$ cat config.mk
export PLATFORM = sky130hd
export DESIGN_NAME = lcd_driver_command_decoder
export DESIGN_NICKNAME = d
export VERILOG_FILES = /design/src/pkg/lcd_cmd_pkg.sv /design/src/verilog/lcd_driver_command_decoder.sv /design/src/verilog/skid_buffer.sv /design/src/verilog/sync_2ff.sv
export SDC_FILE = /design/constraint.sdc
export NUM_CORES = 1
export LEC_CHECK = 0
export BUFFER_PORTS_ARGS = -buffer_cell sky130_fd_sc_hd__buf_2
export CELL_PAD_IN_SITES_DETAIL_PLACEMENT = 1
export CELL_PAD_IN_SITES_GLOBAL_PLACEMENT = 2
export CORE_MARGIN = 3
export CORE_UTILIZATION = 43
export CTS_BUF_LIST = sky130_fd_sc_hd__clkbuf_8
export CTS_CLUSTER_DIAMETER = 80
export DETAILED_ROUTE_END_ITERATION = 12
export PLACE_DENSITY_LB_ADDON = 0.1
export SETUP_SLACK_MARGIN = 0.4
export SYNTH_ARGS = -nofsm -noshare
export SYNTH_HDL_FRONTEND = slang
export SYNTH_SLANG_ARGS = --single-unit
$ cat constraint.sdc
create_clock -name clock_i -period 7.7 [get_ports clock_i]
set_clock_uncertainty 0.2 [all_clocks]
set_input_delay 0.77 -clock clock_i [delete_from_list [all_inputs] [get_ports clock_i]]
set_output_delay 0.77 -clock clock_i [all_outputs]
set_load 0.01 [all_outputs]
$ cat src/pkg/lcd_cmd_pkg.sv
package lcd_cmd_pkg;

	// Serial slave address: upper six bits fixed, low bit from the strap
	localparam logic [5:0] SLAVE_ADDR_BASE = 6'h1E;
	localparam logic [2:0] LAST_BIT        = 3'h7;
	localparam logic [2:0] BIT_CNT_RESET   = 3'h0;

	// Command byte fields
	localparam int CONT_BIT      = 7;
	localparam int OP_MSB_BIT    = 6;
	localparam int OP_MODE_BIT   = 5;
	localparam int OP_SUBADR_BIT = 4;
	localparam logic [1:0] BANK_OPCODE = 2'h3;

	// Reset values; a blank display after power-on
	localparam logic [1:0] STATUS_RESET = 2'h0;
	localparam logic [1:0] MUX_RESET    = 2'h0;
	localparam logic [1:0] BANK_RESET   = 2'h0;
	localparam logic [3:0] SUBADR_RESET = 4'h0;
	localparam logic [5:0] COLUMN_RESET = 6'h00;
	localparam logic [7:0] BYTE_RESET   = 8'h00;

	typedef enum logic [2:0] {
		CMD_COLUMN = 3'b000,
		CMD_MODE   = 3'b001,
		CMD_SUBADR = 3'b010,
		CMD_BANK   = 3'b011,
		CMD_ACCESS = 3'b100
	} cmd_type;

	typedef enum logic [2:0] {
		ST_IDLE      = 3'b000,
		ST_ADDR      = 3'b001,
		ST_ADDR_ACK  = 3'b010,
		ST_WRITE     = 3'b011,
		ST_WRITE_ACK = 3'b100,
		ST_READ      = 3'b101,
		ST_READ_ACK  = 3'b110,
		ST_IGNORE    = 3'b111
	} bus_state_type;

	typedef struct packed {
		logic       system_mixed;
		logic [1:0] display_status;
		logic [1:0] mux_rate;
	} drive_cfg_type;

	typedef struct packed {
		logic [1:0] access_pattern;
		logic [1:0] bank_sel;
	} ram_cfg_type;

	typedef struct packed {
		logic       first;
		logic [7:0] value;
	} data_word_type;

	localparam drive_cfg_type DRIVE_RESET = '{1'b0, STATUS_RESET, MUX_RESET};
	localparam ram_cfg_type   RAM_RESET   = '{2'h0, BANK_RESET};
	localparam data_word_type WORD_RESET  = '{1'b0, BYTE_RESET};

	// Start-bank pattern is tested ahead of RAM access
	function automatic cmd_type decode_cmd(input logic [7:0] b);
		cmd_type c;
		c = CMD_ACCESS;
		if (!b[OP_MSB_BIT])
			c = CMD_COLUMN;
		else if (!b[OP_MODE_BIT])
			c = CMD_MODE;
		else if (!b[OP_SUBADR_BIT])
			c = CMD_SUBADR;
		else if (b[3:2] == BANK_OPCODE)
			c = CMD_BANK;
		return c;
	endfunction

endpackage

$ cat src/verilog/lcd_driver_command_decoder.sv
`timescale 1ns/1ps
module lcd_driver_command_decoder
	import lcd_cmd_pkg::*;
(
	input  wire logic                       clock_i,
	input  wire logic                       rst_i,
	input  wire logic                       scl_i,
	input  wire logic                       sda_i,
	output logic                            sda_o,
	output logic                            sda_oe_o,
	input  wire logic                       sa0_i,
	output logic                            busy_o,
	output logic                            cmd_mode_o,
	output logic                            read_mode_o,
	output lcd_cmd_pkg::drive_cfg_type      drive_cfg_o,
	output logic [1:0]                      top_bank_o,
	output logic [3:0]                      subaddr_o,
	output lcd_cmd_pkg::ram_cfg_type        ram_cfg_o,
	output logic [5:0]                      column_ptr_o,
	input  wire logic [7:0]                 rd_byte_i,
	output logic                            rd_req_o,
	output logic                            data_valid_o,
	output lcd_cmd_pkg::data_word_type      data_o,
	input  wire logic                       data_ready_i
);
	logic [2:0]    pins_sync;
	logic          scl_s;
	logic          sda_s;
	logic          sa0_s;
	logic          scl_prev_reg;
	logic          sda_prev_reg;
	logic          scl_rise;
	logic          scl_fall;
	logic          start_seen;
	logic          stop_seen;
	bus_state_type state_reg;
	logic [2:0]    bit_cnt_reg;
	logic [7:0]    shift_reg;
	logic [7:0]    rx_byte;
	logic [7:0]    tx_reg;
	logic          ack_phase_reg;
	logic          ack_en_reg;
	logic          first_data_reg;
	logic          push_valid_reg;
	data_word_type push_data_reg;
	logic          buf_ready;
	logic          last_bit;
	logic          addr_match;
	cmd_type       cmd;

	// Bus pins and the address strap are outside this clock
	sync_2ff #(
		.WIDTH     (3),
		.RESET_VAL (3'h7)
	) u_sync (
		.clock_i (clock_i),
		.rst_i   (rst_i),
		.async_i ({scl_i, sda_i, sa0_i}),
		.sync_o  (pins_sync)
	);

	assign scl_s = pins_sync[2];
	assign sda_s = pins_sync[1];
	assign sa0_s = pins_sync[0];

	always_ff @(posedge clock_i or posedge rst_i)
	begin
		if (rst_i)
		begin
			scl_prev_reg <= 1'b1;
			sda_prev_reg <= 1'b1;
		end
		else
		begin
			scl_prev_reg <= scl_s;
			sda_prev_reg <= sda_s;
		end
	end

	assign scl_rise   = scl_s & !scl_prev_reg;
	assign scl_fall   = !scl_s & scl_prev_reg;
	assign start_seen = scl_s & scl_prev_reg & sda_prev_reg & !sda_s;
	assign stop_seen  = scl_s & scl_prev_reg & !sda_prev_reg & sda_s;
	assign last_bit   = bit_cnt_reg == LAST_BIT;
	assign rx_byte    = {shift_reg[6:0], sda_s};
	assign addr_match = rx_byte[7:1] == {SLAVE_ADDR_BASE, sa0_s};
	assign cmd        = decode_cmd(rx_byte);

	// Bus protocol engine
	always_ff @(posedge clock_i or posedge rst_i)
	begin
		if (rst_i)
		begin
			state_reg     <= ST_IDLE;
			bit_cnt_reg   <= BIT_CNT_RESET;
			shift_reg     <= BYTE_RESET;
			tx_reg        <= BYTE_RESET;
			ack_phase_reg <= 1'b0;
			ack_en_reg    <= 1'b0;
			sda_oe_o      <= 1'b0;
			read_mode_o   <= 1'b0;
		end
		else if (stop_seen)
		begin
			state_reg     <= ST_IDLE;
			sda_oe_o      <= 1'b0;
			ack_phase_reg <= 1'b0;
		end
		else if (start_seen)
		begin
			state_reg     <= ST_ADDR;
			bit_cnt_reg   <= BIT_CNT_RESET;
			sda_oe_o      <= 1'b0;
			ack_phase_reg <= 1'b0;
		end
		else
		begin
			unique case (state_reg)
				ST_IDLE, ST_IGNORE:
				begin
					sda_oe_o <= 1'b0;
				end
				ST_ADDR, ST_WRITE:
				begin
					if (scl_rise)
					begin
						shift_reg   <= rx_byte;
						bit_cnt_reg <= bit_cnt_reg + 3'h1;
						if (last_bit)
						begin
							bit_cnt_reg <= BIT_CNT_RESET;
							if (state_reg == ST_ADDR)
							begin
								state_reg   <= addr_match ? ST_ADDR_ACK
									: ST_IGNORE;
								read_mode_o <= rx_byte[0];
								ack_en_reg  <= 1'b1;
								tx_reg      <= rd_byte_i;
							end
							else
							begin
								state_reg  <= ST_WRITE_ACK;
								ack_en_reg <= cmd_mode_o || buf_ready;
							end
						end
					end
				end
				ST_ADDR_ACK, ST_WRITE_ACK:
				begin
					if (scl_fall && !ack_phase_reg)
					begin
						ack_phase_reg <= 1'b1;
						sda_oe_o      <= ack_en_reg;
					end
					else if (scl_fall)
					begin
						ack_phase_reg <= 1'b0;
						if (state_reg == ST_ADDR_ACK && read_mode_o)
						begin
							sda_oe_o  <= !tx_reg[7];
							tx_reg    <= {tx_reg[6:0], 1'b0};
							state_reg <= ST_READ;
						end
						else
						begin
							sda_oe_o  <= 1'b0;
							state_reg <= ST_WRITE;
						end
					end
				end
				ST_READ:
				begin
					if (scl_fall && bit_cnt_reg != BIT_CNT_RESET)
					begin
						sda_oe_o <= !tx_reg[7];
						tx_reg   <= {tx_reg[6:0], 1'b0};
					end
					else if (scl_fall)
					begin
						sda_oe_o <= !tx_reg[7];
						tx_reg   <= {tx_reg[6:0], 1'b0};
					end
					if (scl_rise)
					begin
						bit_cnt_reg <= bit_cnt_reg + 3'h1;
						if (last_bit)
						begin
							bit_cnt_reg <= BIT_CNT_RESET;
							state_reg   <= ST_READ_ACK;
						end
					end
				end
				ST_READ_ACK:
				begin
					if (scl_fall)
						sda_oe_o <= 1'b0;
					if (scl_rise && sda_s)
						state_reg <= ST_IGNORE;
					else if (scl_rise)
					begin
						state_reg <= ST_READ;
						tx_reg    <= rd_byte_i;
					end
				end
			endcase
		end
	end

	// Open-drain style: only ever drives low
	always_ff @(posedge clock_i or posedge rst_i)
	begin
		if (rst_i)
			sda_o <= 1'b0;
		else
			sda_o <= 1'b0;
	end

	always_ff @(posedge clock_i or posedge rst_i)
	begin
		if (rst_i)
			busy_o <= 1'b0;
		else if (stop_seen)
			busy_o <= 1'b0;
		else if (start_seen)
			busy_o <= 1'b1;
	end

	// Next read byte is requested when a matched read address or a master ack takes one
	always_ff @(posedge clock_i or posedge rst_i)
	begin
		if (rst_i)
			rd_req_o <= 1'b0;
		else
			rd_req_o <= (state_reg == ST_ADDR && scl_rise && last_bit
				&& addr_match && rx_byte[0])
				|| (state_reg == ST_READ_ACK && scl_rise && !sda_s);
	end

	// Command or data phase within a write transfer
	always_ff @(posedge clock_i or posedge rst_i)
	begin
		if (rst_i)
		begin
			cmd_mode_o     <= 1'b0;
			first_data_reg <= 1'b0;
		end
		else if (state_reg == ST_ADDR && scl_rise && last_bit)
		begin
			cmd_mode_o     <= !rx_byte[0];
			first_data_reg <= 1'b1;
		end
		else if (state_reg == ST_WRITE && scl_rise && last_bit)
		begin
			if (cmd_mode_o)
				cmd_mode_o <= rx_byte[CONT_BIT];
			else if (buf_ready)
				first_data_reg <= 1'b0;
		end
	end

	// Command execution
	always_ff @(posedge clock_i or posedge rst_i)
	begin
		if (rst_i)
		begin
			drive_cfg_o  <= DRIVE_RESET;
			top_bank_o   <= BANK_RESET;
			subaddr_o    <= SUBADR_RESET;
			ram_cfg_o    <= RAM_RESET;
			column_ptr_o <= COLUMN_RESET;
		end
		else if (state_reg == ST_WRITE && scl_rise && last_bit
			&& cmd_mode_o)
		begin
			unique case (cmd)
				CMD_COLUMN:
					column_ptr_o <= rx_byte[5:0];
				CMD_MODE:
				begin
					drive_cfg_o.mux_rate       <= rx_byte[1:0];
					drive_cfg_o.display_status <= rx_byte[3:2];
					drive_cfg_o.system_mixed   <= rx_byte[4];
				end
				CMD_SUBADR:
					subaddr_o <= rx_byte[3:0];
				CMD_BANK:
					top_bank_o <= rx_byte[1:0];
				CMD_ACCESS:
				begin
					ram_cfg_o.access_pattern <= rx_byte[3:2];
					ram_cfg_o.bank_sel       <= rx_byte[1:0];
				end
			endcase
		end
	end

	// Display data goes to the buffer; a full buffer withholds the ack
	always_ff @(posedge clock_i or posedge rst_i)
	begin
		if (rst_i)
		begin
			push_valid_reg <= 1'b0;
			push_data_reg  <= WORD_RESET;
		end
		else
		begin
			push_valid_reg <= state_reg == ST_WRITE && scl_rise && last_bit
				&& !cmd_mode_o && buf_ready;
			push_data_reg  <= '{first_data_reg, rx_byte};
		end
	end

	skid_buffer u_buffer (
		.clock_i     (clock_i),
		.rst_i       (rst_i),
		.in_valid_i  (push_valid_reg),
		.in_data_i   (push_data_reg),
		.in_ready_o  (buf_ready),
		.out_valid_o (data_valid_o),
		.out_data_o  (data_o),
		.out_ready_i (data_ready_i)
	);

endmodule

$ cat src/verilog/skid_buffer.sv
`timescale 1ns/1ps
module skid_buffer
	import lcd_cmd_pkg::*;
(
	input  wire logic                       clock_i,
	input  wire logic                       rst_i,
	input  wire logic                       in_valid_i,
	input  lcd_cmd_pkg::data_word_type      in_data_i,
	output logic                            in_ready_o,
	output logic                            out_valid_o,
	output lcd_cmd_pkg::data_word_type      out_data_o,
	input  wire logic                       out_ready_i
);
	// Two entries: the output register and one spare
	logic          spare_valid_reg;
	data_word_type spare_data_reg;
	logic          take;
	logic          give;

	assign take = in_valid_i & in_ready_o;
	assign give = out_valid_o & out_ready_i;

	always_ff @(posedge clock_i or posedge rst_i)
	begin
		if (rst_i)
		begin
			out_valid_o     <= 1'b0;
			out_data_o      <= WORD_RESET;
			spare_valid_reg <= 1'b0;
			spare_data_reg  <= WORD_RESET;
			in_ready_o      <= 1'b1;
		end
		else
		begin
			if (!out_valid_o || give)
			begin
				if (spare_valid_reg)
				begin
					out_data_o      <= spare_data_reg;
					out_valid_o     <= 1'b1;
					spare_valid_reg <= take;
					spare_data_reg  <= in_data_i;
				end
				else
				begin
					out_data_o  <= in_data_i;
					out_valid_o <= take;
				end
			end
			else if (take)
			begin
				spare_valid_reg <= 1'b1;
				spare_data_reg  <= in_data_i;
			end
			in_ready_o <= !((spare_valid_reg || take) && out_valid_o
				&& !give) || (!spare_valid_reg && !take);
		end
	end
endmodule

$ cat src/verilog/sync_2ff.sv
`timescale 1ns/1ps
module sync_2ff #(
	parameter int         WIDTH     = 1,
	parameter logic [2:0] RESET_VAL = 3'h7
) (
	input  wire logic             clock_i,
	input  wire logic             rst_i,
	input  wire logic [WIDTH-1:0] async_i,
	output logic      [WIDTH-1:0] sync_o
);
	logic [WIDTH-1:0] meta_reg;

	always_ff @(posedge clock_i or posedge rst_i)
	begin
		if (rst_i)
		begin
			meta_reg <= RESET_VAL[WIDTH-1:0];
			sync_o   <= RESET_VAL[WIDTH-1:0];
		end
		else
		begin
			meta_reg <= async_i;
			sync_o   <= meta_reg;
		end
	end
endmodule
==> flow_metrics.py <==
metrics = {
    "status": {
        "status": "finished clean",
    },
    "hold_path": {
        "timing.hold.worst.class": "register to register",
    },
    "routing": {
        "wl_per_cell_um": 16.36,
        "drc": 0,
        "antenna_left": 0,
        "drtIter0Drc": 103,
        "vias": 2491,
        "routed_via_density": 5.357,
        "drt-pass1-iter-count": 4,
        "routed_wirelength_um": 7607,
    },
    "global_route": {
        "grt_max_degree": 61,
        "grt_overflow": 0,
        "track_usage_pct": 16.54,
        "grt_pass1_vias": 2583,
        "grt_pass1_wl_um": 13200,
        "antenna_found_initial": 0,
    },
    "run": {
        "drv_cap": 0,
    },
    "clocking": {
        "h-tree-depth": 3,
        "root_buffer": "clkbuf_8",
        "cts_resized": 0,
        "clk_latency_ps": 340,
        "numClockSinks": 89,
        "clk_pin_slew_ps": 80,
        "cts_tree": "done",
        "post_cts_buffers": 0,
        "numCtsBuffers": 9,
        "cts-hold-fix-buffers": 0,
        "cts_max_path_buffers": 2,
    },
    "setup_path": {
        "cp_max_fo": 8,
        "cp-end-kind": "register",
        "cp.required_ps": 7730,
        "path_class": "register to register",
        "startpoint_type": "register",
        "arrival_ps": 2660,
    },
    "yosys": {
        "synth_largest_area_cell": "dfrtp_1",
        "synth_top_cell_area_share_pct": 52.44,
        "synth_edf_count": 0,
        "synth_area_um2": 3817,
        "synthFlopType": "dfrtp_1",
        "ys_warn_count": 0,
        "synthTopCellsByArea": "dfrtp_1 (52%), mux2_2 (14%), dfstp_2 (6.2%), o21ai_0 (3.5%), mux2i_1 (2.9%)",
        "synth-seq-cells": 89,
        "seq_area_frac_synth_pct": 58.64,
        "synth_cells": 308,
        "avgSynthCellArea_um2": 12.39,
        "synthArstFlopShare_pct": 100.0,
        "postSynthNetCount": 325,
        "yosysUniqueCellTypes": 50,
    },
    "die": {
        "die-area_um2": 10040,
        "placementRows": 33,
        "die_w_um": 100.2,
        "core_um2": 8423,
        "die_h_um": 100.2,
        "ioPinCount": 51,
        "start_util_pct": 45.32,
    },
    "power_and_ir_drop": {
        "leakage_nw": 2.070,
        "finalPower_mw": 0.8944,
        "vdd.ir_drop.worst_mv": 0.1045,
        "p_per_area_nw_per_um2": 207.4,
    },
    "sta": {
        "drv_slew": 0,
        "tightest_slew_ps": 874.9,
        "fin_crit_sh_pct": 34.16,
        "setup-tns-final_ps": 0,
        "fin_crit_ps": 2630,
        "rsz0062_at_grt": "no",
        "fmax_ghz": 0.3802,
        "setup-violations-final": 0,
        "hold_slack_ps": 158.0,
        "relSlewSlack_pct": 40.01,
        "finalHoldViolations": 0,
    },
    "cells_and_area": {
        "fin_nets": 373,
        "layout_common_cells": "dfrtp_1 (80), buf_2 (49), mux2_2 (48), o21ai_0 (27), nand2_1 (21)",
        "synthToLayoutAreaGrowth_pct": 12.98,
        "final_util_pct": 51.20,
        "num_antenna_cells": 0,
        "drive_gt1_share_pct": 35.00,
        "final_area_um2": 4313,
        "mostFrequentLayoutCell": "dfrtp_1",
    },
    "placement": {
        "finalWeightedCongestion": 0.8375,
        "place_hpwl_um": 5271,
        "place_area_um2": 4143,
        "io_buffers": 49,
    },
}
metal layers:
metal / global-route usage, % / share of wire, % / vias to the layer above
li1: - / - / 1187
met1: 23.92 / 50 / 1242
met2: 24.67 / 44 / 51
met3: 3.336 / 4.1 / 11
met4: 6.114 / 1.4 / 0
met5: 0 / 0 / -
final timing paths:
| check | startpoint | to | slack (ps) | cells after the start |
|---|---|---|---|---|
| min reg2reg | u_sync.meta_reg[1] | u_sync.sync_o[1] | 160 | 0 |
| max in group asynchronous | rst_i | column_ptr_o[2] | 5950 | 3 |
| max reg2reg | bit_cnt_reg[0] | tx_reg[6] | 5070 | 6 |
| max | bit_cnt_reg[0] | tx_reg[6] | 5070 | 6 |
| min in group asynchronous | rst_i | ram_cfg_o[3] | 230 | 2 |
| min | u_sync.meta_reg[1] | u_sync.sync_o[1] | 160 | 0 |
power breakdown:
group	internal, mW	switching [mW]	total (mW)
clock	0.117	0.161	0.278
sequential	0.507	0.0367	0.543
combinational	0.0357	0.0371	0.0727
area by class of cell:
| type | count | area, µm² |
|---|---|---|
| fill | 915 | 4110 |
| sequential | 89 | 2238 |
| multi-input combinational | 196 | 1478 |
| timing repair buffer | 51 | 260.3 |
| tap | 105 | 131.4 |
| clock buffer | 9 | 123.9 |
| clock inverter | 6 | 46.29 |
| inverter | 9 | 35.03 |
worst max-delay path, cell delays in order (launching register included):
cell and delay, ps:
dfrtp_1 400, ha_1 160, ha_1 200, and4b_1 360
o21ai_0 210, a311oi_4 590, mux2_2 400
cell families (layout without fill, tap and decap cells):
| logic type | after synthesis | after routing | share of synthesized area (%) |
|---|---|---|---|
| xor+xnor | 3 | 3 | 0.6884 |
| compound gates | 54 | 54 | 9.112 |
| mux | 60 | 60 | 17.34 |
| buf+inv | 23 | 75 | 2.655 |
| other cells | 1 | 1 | 0.09823 |
| flops | 89 | 89 | 58.64 |
| fa+ha+maj | 4 | 4 | 1.246 |
| simple gates | 74 | 74 | 10.23 |
metrics by stage:
stage,instances,worst slack (ps)
floorplan,308,4438
finish,465,5070
global route,465,4873
detailed placement,450,4912
CTS,465,5050
global placement,450,4989
cell usage after synthesis (2+ instances only):
library cell / count
and2_1: 2
nand3_1: 3
nand2b_1: 3
nand3b_1: 2
o21ai_0: 27
a31oi_1: 4
clkbuf_1: 7
dfrtp_1: 80
nor4_1: 3
nor3_1: 4
nand4_1: 2
dfstp_2: 9
mux2i_1: 11
buf_2: 3
nor3b_1: 3
nand2_1: 21
a211oi_1: 5
inv_1: 9
a21oi_1: 5
nor2_1: 17
ha_1: 3
nor2b_1: 6
xnor2_1: 2
mux2_2: 48
buf_4: 3
o31ai_1: 2
No activity file was read; power rests on OpenSTA's default activity.
